**src/stf_pkg.sv**
```systemverilog
package stf_pkg;

    // ****************************************
    // Widths
    // ****************************************
    localparam int STF_DATA_W = 16;
    localparam int STF_SEL_W = 4;

    // ****************************************
    // Filter register indices
    // ****************************************
    localparam logic [STF_SEL_W-1:0] STF_IDX_OPER_RISE = 4'h0;
    localparam logic [STF_SEL_W-1:0] STF_IDX_OPER_FALL = 4'h1;
    localparam logic [STF_SEL_W-1:0] STF_IDX_TRIG_RISE = 4'h2;
    localparam logic [STF_SEL_W-1:0] STF_IDX_TRIG_FALL = 4'h3;
    localparam logic [STF_SEL_W-1:0] STF_IDX_ARM_RISE = 4'h4;
    localparam logic [STF_SEL_W-1:0] STF_IDX_ARM_FALL = 4'h5;
    localparam logic [STF_SEL_W-1:0] STF_IDX_SEQ_RISE = 4'h6;
    localparam logic [STF_SEL_W-1:0] STF_IDX_SEQ_FALL = 4'h7;

    // ****************************************
    // Bit positions
    // ****************************************
    localparam int STF_OPER_SETTLE_BIT = 1;
    localparam int STF_OPER_TRIG_BIT = 5;
    localparam int STF_OPER_ARM_BIT = 6;
    localparam int STF_OPER_IDLE_BIT = 10;
    localparam int STF_SEQ_ONE_BIT = 1;
    localparam int STF_LAYER_ONE_BIT = 1;
    localparam int STF_LAYER_TWO_BIT = 2;

    // ****************************************
    // Implemented bits and reset values
    // ****************************************
    localparam logic [STF_DATA_W-1:0] STF_OPER_MASK = 16'h0462;
    localparam logic [STF_DATA_W-1:0] STF_TRIG_MASK = 16'h0002;
    localparam logic [STF_DATA_W-1:0] STF_ARM_MASK = 16'h0002;
    localparam logic [STF_DATA_W-1:0] STF_SEQ_MASK = 16'h0006;
    localparam logic [STF_DATA_W-1:0] STF_OPER_RISE_RST = 16'h0462;
    localparam logic [STF_DATA_W-1:0] STF_TRIG_RISE_RST = 16'h0002;
    localparam logic [STF_DATA_W-1:0] STF_ARM_RISE_RST = 16'h0002;
    localparam logic [STF_DATA_W-1:0] STF_SEQ_RISE_RST = 16'h0006;
    localparam logic [STF_DATA_W-1:0] STF_FALL_RST = 16'h0000;

endpackage : stf_pkg

```
**src/stf_edge_cell.sv**
```systemverilog
`timescale 1ns/100ps
module stf_edge_cell
    import stf_pkg::*;
#(
    parameter int WIDTH = STF_DATA_W,
    parameter logic [WIDTH-1:0] IMPL_MASK = '1,
    parameter logic [WIDTH-1:0] RISE_RST = '0,
    parameter logic [WIDTH-1:0] FALL_RST = '0
) (
    // Clock and reset
    input wire logic clock_i,
    input wire logic reset_i,
    input wire logic ce_i,
    // Condition bits
    input wire logic [WIDTH-1:0] cond_i,
    // Filter programming
    input wire logic wr_rise_i,
    input wire logic wr_fall_i,
    input wire logic [WIDTH-1:0] wdata_i,
    // Filter contents and event set pulses
    output logic [WIDTH-1:0] rise_o,
    output logic [WIDTH-1:0] fall_o,
    output logic [WIDTH-1:0] event_set_o
);

    if (WIDTH < 1 || WIDTH > STF_DATA_W) begin : g_bad_width
        $error("stf_edge_cell: WIDTH out of range");
    end

    logic [WIDTH-1:0] rise_r;
    logic [WIDTH-1:0] fall_r;
    logic [WIDTH-1:0] prev_r;
    logic [WIDTH-1:0] event_r;
    logic prime_r;

    // ****************************************
    // Edge detection
    // ****************************************
    wire [WIDTH-1:0] rise_edge = cond_i & ~prev_r;
    wire [WIDTH-1:0] fall_edge = ~cond_i & prev_r;
    // First sample after reset only primes; no edge is invented from reset state
    wire [WIDTH-1:0] event_nxt = prime_r ? ((rise_edge & rise_r) | (fall_edge & fall_r)) : '0;
    // Unused bits never store, so they read back zero
    wire [WIDTH-1:0] rise_nxt = wr_rise_i ? (wdata_i & IMPL_MASK) : rise_r;
    wire [WIDTH-1:0] fall_nxt = wr_fall_i ? (wdata_i & IMPL_MASK) : fall_r;

    always_ff @(posedge clock_i or posedge reset_i) begin
        if (reset_i) begin
            rise_r <= RISE_RST & IMPL_MASK;
            fall_r <= FALL_RST & IMPL_MASK;
            prev_r <= '0;
            event_r <= '0;
            prime_r <= 1'b0;
        end else if (ce_i) begin
            rise_r <= rise_nxt;
            fall_r <= fall_nxt;
            prev_r <= cond_i;
            event_r <= event_nxt;
            prime_r <= 1'b1;
        end
    end

    assign rise_o = rise_r;
    assign fall_o = fall_r;
    assign event_set_o = event_r;

endmodule : stf_edge_cell

```
**src/stf_filter_bank.sv**
```systemverilog
`timescale 1ns/100ps
module stf_filter_bank
    import stf_pkg::*;
(
    // Clock, reset, enable
    input wire logic clock_i,
    input wire logic reset_i,
    input wire logic ce_i,
    // Sequencer conditions
    input wire logic relay_settling_i,
    input wire logic trigger_layer_wait_i,
    input wire logic arm_layer_wait_i,
    input wire logic idle_state_i,
    input wire logic arm_layer_one_flag_i,
    input wire logic arm_layer_two_flag_i,
    // Filter command port
    input wire logic wr_i,
    input wire logic rd_i,
    input wire logic [STF_SEL_W-1:0] sel_i,
    input wire logic [STF_DATA_W-1:0] wdata_i,
    output logic [STF_DATA_W-1:0] rdata_o,
    output logic rvalid_o,
    output logic sel_err_o,
    // Event register set pulses
    output logic [STF_DATA_W-1:0] oper_event_set_o,
    output logic [STF_DATA_W-1:0] trig_event_set_o,
    output logic [STF_DATA_W-1:0] arm_event_set_o,
    output logic [STF_DATA_W-1:0] seq_event_set_o
);

    // ****************************************
    // Condition vectors
    // ****************************************
    logic [STF_DATA_W-1:0] oper_cond;
    logic [STF_DATA_W-1:0] trig_cond;
    logic [STF_DATA_W-1:0] arm_cond;
    logic [STF_DATA_W-1:0] seq_cond;
    wire sequence_one_flag = arm_layer_wait_i;

    always_comb begin
        oper_cond = '0;
        oper_cond[STF_OPER_SETTLE_BIT] = relay_settling_i;
        oper_cond[STF_OPER_TRIG_BIT] = trigger_layer_wait_i;
        oper_cond[STF_OPER_ARM_BIT] = arm_layer_wait_i;
        oper_cond[STF_OPER_IDLE_BIT] = idle_state_i;
        trig_cond = '0;
        trig_cond[STF_SEQ_ONE_BIT] = trigger_layer_wait_i;
        arm_cond = '0;
        arm_cond[STF_SEQ_ONE_BIT] = sequence_one_flag;
        seq_cond = '0;
        seq_cond[STF_LAYER_ONE_BIT] = arm_layer_one_flag_i;
        seq_cond[STF_LAYER_TWO_BIT] = arm_layer_two_flag_i;
    end

    // ****************************************
    // Write decode
    // ****************************************
    wire wr_oper_rise = wr_i && (sel_i == STF_IDX_OPER_RISE);
    wire wr_oper_fall = wr_i && (sel_i == STF_IDX_OPER_FALL);
    wire wr_trig_rise = wr_i && (sel_i == STF_IDX_TRIG_RISE);
    wire wr_trig_fall = wr_i && (sel_i == STF_IDX_TRIG_FALL);
    wire wr_arm_rise = wr_i && (sel_i == STF_IDX_ARM_RISE);
    wire wr_arm_fall = wr_i && (sel_i == STF_IDX_ARM_FALL);
    wire wr_seq_rise = wr_i && (sel_i == STF_IDX_SEQ_RISE);
    wire wr_seq_fall = wr_i && (sel_i == STF_IDX_SEQ_FALL);

    logic [STF_DATA_W-1:0] oper_rise;
    logic [STF_DATA_W-1:0] oper_fall;
    logic [STF_DATA_W-1:0] trig_rise;
    logic [STF_DATA_W-1:0] trig_fall;
    logic [STF_DATA_W-1:0] arm_rise;
    logic [STF_DATA_W-1:0] arm_fall;
    logic [STF_DATA_W-1:0] seq_rise;
    logic [STF_DATA_W-1:0] seq_fall;

    // ****************************************
    // Filter groups
    // ****************************************
    stf_edge_cell #(
        .WIDTH(STF_DATA_W),
        .IMPL_MASK(STF_OPER_MASK),
        .RISE_RST(STF_OPER_RISE_RST),
        .FALL_RST(STF_FALL_RST)
    ) u_oper (
        .clock_i(clock_i),
        .reset_i(reset_i),
        .ce_i(ce_i),
        .cond_i(oper_cond),
        .wr_rise_i(wr_oper_rise),
        .wr_fall_i(wr_oper_fall),
        .wdata_i(wdata_i),
        .rise_o(oper_rise),
        .fall_o(oper_fall),
        .event_set_o(oper_event_set_o)
    );

    stf_edge_cell #(
        .WIDTH(STF_DATA_W),
        .IMPL_MASK(STF_TRIG_MASK),
        .RISE_RST(STF_TRIG_RISE_RST),
        .FALL_RST(STF_FALL_RST)
    ) u_trig (
        .clock_i(clock_i),
        .reset_i(reset_i),
        .ce_i(ce_i),
        .cond_i(trig_cond),
        .wr_rise_i(wr_trig_rise),
        .wr_fall_i(wr_trig_fall),
        .wdata_i(wdata_i),
        .rise_o(trig_rise),
        .fall_o(trig_fall),
        .event_set_o(trig_event_set_o)
    );

    stf_edge_cell #(
        .WIDTH(STF_DATA_W),
        .IMPL_MASK(STF_ARM_MASK),
        .RISE_RST(STF_ARM_RISE_RST),
        .FALL_RST(STF_FALL_RST)
    ) u_arm (
        .clock_i(clock_i),
        .reset_i(reset_i),
        .ce_i(ce_i),
        .cond_i(arm_cond),
        .wr_rise_i(wr_arm_rise),
        .wr_fall_i(wr_arm_fall),
        .wdata_i(wdata_i),
        .rise_o(arm_rise),
        .fall_o(arm_fall),
        .event_set_o(arm_event_set_o)
    );

    stf_edge_cell #(
        .WIDTH(STF_DATA_W),
        .IMPL_MASK(STF_SEQ_MASK),
        .RISE_RST(STF_SEQ_RISE_RST),
        .FALL_RST(STF_FALL_RST)
    ) u_seq (
        .clock_i(clock_i),
        .reset_i(reset_i),
        .ce_i(ce_i),
        .cond_i(seq_cond),
        .wr_rise_i(wr_seq_rise),
        .wr_fall_i(wr_seq_fall),
        .wdata_i(wdata_i),
        .rise_o(seq_rise),
        .fall_o(seq_fall),
        .event_set_o(seq_event_set_o)
    );

    // ****************************************
    // Readback
    // ****************************************
    // Binary contents are returned as is; the command layer prints them in decimal
    logic [STF_DATA_W-1:0] rd_sel_data;
    logic rd_sel_hit;

    always_comb begin
        rd_sel_hit = 1'b1;
        case (sel_i)
            STF_IDX_OPER_RISE: rd_sel_data = oper_rise;
            STF_IDX_OPER_FALL: rd_sel_data = oper_fall;
            STF_IDX_TRIG_RISE: rd_sel_data = trig_rise;
            STF_IDX_TRIG_FALL: rd_sel_data = trig_fall;
            STF_IDX_ARM_RISE: rd_sel_data = arm_rise;
            STF_IDX_ARM_FALL: rd_sel_data = arm_fall;
            STF_IDX_SEQ_RISE: rd_sel_data = seq_rise;
            STF_IDX_SEQ_FALL: rd_sel_data = seq_fall;
            default: begin
                rd_sel_data = '0;
                rd_sel_hit = 1'b0;
            end
        endcase
    end

    logic [STF_DATA_W-1:0] rdata_r;
    logic rvalid_r;
    logic sel_err_r;
    wire [STF_DATA_W-1:0] rdata_nxt = rd_i ? rd_sel_data : rdata_r;
    wire sel_err_nxt = (rd_i || wr_i) && !rd_sel_hit;

    always_ff @(posedge clock_i or posedge reset_i) begin
        if (reset_i) begin
            rdata_r <= '0;
            rvalid_r <= 1'b0;
            sel_err_r <= 1'b0;
        end else if (ce_i) begin
            rdata_r <= rdata_nxt;
            rvalid_r <= rd_i;
            sel_err_r <= sel_err_nxt;
        end
    end

    assign rdata_o = rdata_r;
    assign rvalid_o = rvalid_r;
    assign sel_err_o = sel_err_r;

    // ****************************************
    // Checks
    // ****************************************
    // Mirrors the priming of the cells so checks skip the first sample
    logic watch_r;
    always_ff @(posedge clock_i or posedge reset_i) begin
        if (reset_i) begin
            watch_r <= 1'b0;
        end else if (ce_i) begin
            watch_r <= 1'b1;
        end
    end

    // Checker helper only; it follows the enable itself, so the enable must not freeze it
    logic ce_seen_r;
    always_ff @(posedge clock_i or posedge reset_i) begin
        if (reset_i) begin
            ce_seen_r <= 1'b0;
        end else begin
            ce_seen_r <= ce_i;
        end
    end

    wire live = ce_i && ce_seen_r && watch_r;
endmodule : stf_filter_bank

```
**config.mk**
```make
export PLATFORM = sky130hd
export DESIGN_NAME = stf_filter_bank
export DESIGN_NICKNAME = d
export VERILOG_FILES = /design/src/stf_pkg.sv /design/src/stf_edge_cell.sv /design/src/stf_filter_bank.sv
export SDC_FILE = /design/constraint.sdc
export NUM_CORES = 1
export LEC_CHECK = 0
export BUFFER_PORTS_ARGS = -buffer_cell sky130_fd_sc_hd__buf_2
export CAP_MARGIN = 20
export CELL_PAD_IN_SITES_DETAIL_PLACEMENT = 0
export CELL_PAD_IN_SITES_GLOBAL_PLACEMENT = 1
export CORE_ASPECT_RATIO = 1.2
export CORE_MARGIN = 2
export CORE_UTILIZATION = 34
export CTS_CLUSTER_DIAMETER = 60
export DETAILED_ROUTE_END_ITERATION = 7
export GPL_ROUTABILITY_DRIVEN = 1
export GPL_TIMING_DRIVEN = 0
export HOLD_SLACK_MARGIN = 0.12
export PLACE_DENSITY_LB_ADDON = 0.1
export RECOVER_POWER = 50
export SLEW_MARGIN = 40
export SYNTH_ARGS = -nofsm -noshare
export SYNTH_HDL_FRONTEND = slang
export SYNTH_SLANG_ARGS = --single-unit
export TNS_END_PERCENT = 10
```
**constraint.sdc**
```tcl
create_clock -name clock_i -period 1.5 [get_ports clock_i]
set_input_delay 0.3 -clock clock_i [delete_from_list [all_inputs] [get_ports clock_i]]
set_output_delay 0.3 -clock clock_i [all_outputs]
set_load 0.01 [all_outputs]
```
* After elaboration in Yosys (flattened, before gate mapping) *
Index checks and enable logic that the tools add are counted.

cells by class
  mux-type cells = 6
  reductions and logical operators = 22
  bitwise gates (word level) = 28
  equal/unequal tests = 7

operators by type and width
  kind                count
  $and 16x2->16       6
  $pmux 11 s8         1
  $mux 16             4
  $not 2->16          4
  $or 16x16->16       4
  $and 16x11->16      3
  $and 16x3->16       3
  $and 2x16->16       2
  $not 11->16         2
  $not 3->16          2
  $reduce_and 2->1    9
  $and 11x16->16      1
  $and 3x16->16       1
  $eq 4x3->1 const B  4
  $logic_and 1x1->1   9
  $eq 4x2->1 const B  2
  $reduce_or 8->1     1
  $eq 4x1->1 const B  1
  $logic_not 4->1     1
  $logic_not 1->1     1
  $logic_or 1x1->1    1
  $mux 1              1

word-level totals
  register bits = 107
  output and inout bits = 82

* Longest topological paths before layout *
  depth after elaboration = 5
  mapped depth = 4
  depth with buffers taken out = 3

* Cells and area by module *
From an unflattened synthesis, not the netlist that was laid out.

second synthesis, totals
  cell total of the unflattened synthesis = 498
  area total of the unflattened synthesis = 4,590.7 sq um

by module, submodules not included
  module                      area an instance (sq um)  cells an instance  seq. area each (sq um)  times used
  stf_filter_bank             1,774.2                   206                450.4                   1
  stf_edge_cell at u_arm ...  550.5                     63                 126.4                   2
  stf_edge_cell at u_oper     980.9                     92                 430.4                   1
  stf_edge_cell at u_seq      734.5                     74                 227.7                   1

* Worst setup path after synthesis *
No wires, ideal clock.

  path type = input to register
  from = in sel_i[2]
  to = reg u_oper.fall_r[10], in the netlist u_oper.fall_o[10]
  cell stages on the path = 3
  arrival time = 1.324 ns
  setup slack = 0.051 ns
  path through = buf_2 -> or4b_4 -> mux2_4

on the way
  longest elaborated chain between the ends = 3

RTL lines
  item                        RTL line               source
  from (decl)                 stf_filter_bank.sv:19  input wire logic [STF_SEL_W-1:0] sel_i,
  $eq 4x1->1                  stf_filter_bank.sv:59  wire wr_oper_fall = wr_i && (sel_i == STF_IDX_OPER_FALL);
  $logic_and 1x1->1           stf_filter_bank.sv:59
  $reduce_and 2->1 (no line)  n/a
  to (signal assigned)        stf_edge_cell.sv:50    fall_r <= FALL_RST & IMPL_MASK;
  to (signal assigned)        stf_edge_cell.sv:56    fall_r <= fall_nxt;
  to (decl)                   stf_edge_cell.sv:31    logic [WIDTH-1:0] fall_r;

Every way passes these cells.
A chain may end at the register's enable or synchronous reset.

* Worst setup path in the final report *
  from = reg u_arm.fall_r[1], in the netlist u_arm.fall_o[1]
  to = reg rdata_r[1], in the netlist rdata_o[1]

on the way
  longest elaborated chain between the ends = 1

RTL lines
  item                    RTL line                source
  from (decl)             stf_edge_cell.sv:31
  from (signal assigned)  stf_edge_cell.sv:50
  from (signal assigned)  stf_edge_cell.sv:56
  $pmux 11 s8             stf_filter_bank.sv:160  case (sel_i)
  to (signal assigned)    stf_filter_bank.sv:188  rdata_r <= rdata_nxt;
  to (decl)               stf_filter_bank.sv:176  logic [STF_DATA_W-1:0] rdata_r;

Every way passes these cells.

==> impl_metrics.ini <==
[worst_hold_path]
holdPathEnd = u_oper.fall_o[10]$_DFFE_PP0P_
worstHoldPathType = in -> reg
holdCritStartpoint = wdata_i[10]
hold_depth = 2

[worst_setup_path]
reg2reg_depth = 3
worstPathRequired_ns = 1.69
r2r-end = rdata_o[1]$_DFFE_PP0P_
worst-setup-path-type = reg -> reg
cp-start-kind = register
cp-end-kind = register
r2r_slack_ns = 0.06
r2r_start = u_arm.fall_o[1]$_DFFE_PP0P_
crit_arrival_ns = 1.63
cp_max_fo = 3

[sta]
slew_violations = 0
rsz0062_at_grt = no
max_clock_freq_mhz = 694.2
worst_slew_pin_slew_ns = 0.5776
finalHoldViolations = 0
timing.final.crit_share_pct = 96.03
slew_headroom_pct = 61.17
fin_skew_ns = 0.007075
finalSetupTns_ns = 0
setup_viol = 0
fin_crit_ns = 1.440

[synth]
synth_top_area_cell = dfrtp_1
synth-xor-area-share_pct = 0
yosys.area_share.simple_pct = 9.725
synth_mux_area_share_pct = 15.16
synth_area_um2 = 2277
synth_top_family_by_area = buffers and inverters
synth-edff-count = 0
synth_top_area_share_pct = 32.97
synth_area_leaders = dfrtp_1, buf_4, dfstp_2, mux2_2, mux2i_1
synthCells = 210
synth.avg_cell_area_um2 = 10.84
synthTopCellsByCount = buf_4, dfrtp_1, mux2_2
synth-main-ff-cell = dfrtp_1
synth_seq_cells = 38
synth_compound_area_share_pct = 7.747
yosysSeqAreaShare_pct = 42.20
yosysUniqueCellTypes = 34
synth_fa_ha_area_share_pct = 0
async_reset_ff_share_pct = 100.0
yosysMostFrequentCell = buf_4
ys_warn_count = 0

[power_and_ir_drop]
p_per_area_nw_per_um2 = 913.1
p_leak_uw = 0.001549
power_uw = 2679
ir_worst_vdd_v = 0.0004569

[global_routing]
overflow = 0
grt_pass1_wl_mm = 7.189
antenna_found_initial = 0
grt_max_degree = 22
groute.usage.overall_pct = 12.88
grt_pass1_vias = 1393

[finish]
final_nets = 351
antenna_cells = 0
drive_gt1_share_pct = 44.86
syn2layout_area_growth_pct = 28.85

[clock_network]
cts_tree = done
cts_max_level = 2
cts_root_buffer = clkbuf_8
cts.path.max_buffers = 2
insertion_delay_ns = 0.29
path_clk_slew_ns = 0.08
tritoncts.num_buffers = 5
cts_num_sinks = 38

[route]
route.antenna.remaining_nets = 0
drt-initial-drc-count = 67
dr_total_vias = 1554
drc_errors = 0
drt_wl_total_mm = 4.485
vias_per_cell = 3.828
firstDrtPassIters = 4
routedWlPerCell_um = 11.05

[floorplan]
die_y_um = 93.65
die_x_um = 78.71
num_rows = 32
coreArea_um2 = 6446
io_pins = 113
die_area_um2 = 7371
initial_core_util_pct = 35.33

[placed_design]
io_buffers = 34
gp_congestion = 0.7215
post-dp-hpwl_mm = 3.546

[outcome]
outcome = completed

[job]
cap_violations = 0
[layout by cell type (no fill, tap or decap), drive strengths merged, types with 2 or more instances in the layout]
cell type and instances:
a22oi 4, buf 99, clkbuf 17, conb 67, dfrtp 30, dfstp 8, inv 11, mux2 22
mux2i 6, nand2 10, nand3b 6, nor2b 4, nor3b 2, nor4 2, nor4b 2, o21a 4
o21ai 2, o22ai 8, o31ai 3, or2 2
[sequential cells by signal (all words and copies together) (netlist names), 2 cells and up]
name,cells
u_seq.fall_o,2
u_oper.rise_o,4
u_seq.rise_o,2
u_oper.fall_o,4
u_seq.prev_r,2
u_seq.event_set_o,2
u_oper.prev_r,4
rdata_o,5
u_oper.event_set_o,4
[per-stage QoR]
step / setup WS [ns] / area (µm²) / cells / util, % / hold slack, ns
global route: 0.004700 / 2934 / 406 / 45.52 / 0.2484
CTS: 0.00009415 / 2938 / 406 / 45.57 / 0.2528
global placement: -0.2622 / 2801 / 395 / 43.46 / 0.4506
detailed placement: -0.2778 / 2829 / 396 / 43.89 / 0.3341
floorplan: 0.05053 / 2525 / 276 / - / 0.4372
finish: 0.05958 / 2934 / 406 / 45.52 / 0.2605
[kinds of logic (layout without fill, tap and decap cells)]
family / count (synthesis) / count (layout)
buffers and inverters: 84 / 129
DFF: 38 / 38
and+or+nand+nor: 33 / 33
muxes: 29 / 29
AOI/OAI and AO/OA: 25 / 25
other: 1 / 67
[worst max-delay path by stage]
stage	start	endpoint	slack, ns	cells after the start
2_1_floorplan	sel_i[2]	u_oper.fall_o[10]$_DFFE_PP0P_	0.05	3
3_3_place_gp	ce_i	u_trig.event_set_o[1]$_DFFE_PP0P_	-0.26	4
3_5_place_dp	ce_i	sel_err_o$_DFFE_PP0P_	-0.28	4
4_1_cts	u_arm.fall_o[1]$_DFFE_PP0P_	rdata_o[1]$_DFFE_PP0P_	0.00009	3
5_1_grt	u_arm.fall_o[1]$_DFFE_PP0P_	rdata_o[1]$_DFFE_PP0P_	0.005	3
6_report	u_arm.fall_o[1]$_DFFE_PP0P_	rdata_o[1]$_DFFE_PP0P_	0.06	3
[what timing repair did]
item	CTS	global route
resized for setup	0	3
endpoints found under the setup margin	1	11
hold buffers	1	0
gates cloned	0	0
buffers inserted	1	0
endpoints found under the hold margin	14	0
[routing by layer]
metal	vias to the layer above	global-route usage, %	routed length (µm)	share of wire [%]
li1	809	-	-	-
met1	691	16.30	1942	43
met2	50	21.51	2243	50
met3	4	3.365	264	5.9
met4	0	3.947	35	0.78
met5	-	0	0	0
[worst max-delay path: stages, from the launching register on]
cell	delay, ns
dfrtp_1	0.40
mux4_2	0.48
or2_4	0.24
a32o_1	0.21
[report_power, final]
part           switching [µW]  internal, µW  leakage [µW]
Clock                     363           371     0.0000482
Combinational             299           348       0.00103
Sequential               99.2          1200      0.000466
Total                     762          1920       0.00155
[layout make-up]
| type | count | area, µm² |
|---|---|---|
| clock buffers | 7 | 86.33 |
| fillers | 657 | 3512 |
| clock inverters | 1 | 5.005 |
| flip-flops and latches | 38 | 960.9 |
| plain buffers | 73 | 529.3 |
| well taps | 85 | 106.4 |
| inverters | 11 | 41.29 |
| repair buffers | 37 | 207.7 |
| multi-input cells | 154 | 997.2 |
(Power assumes the default switching activity.)
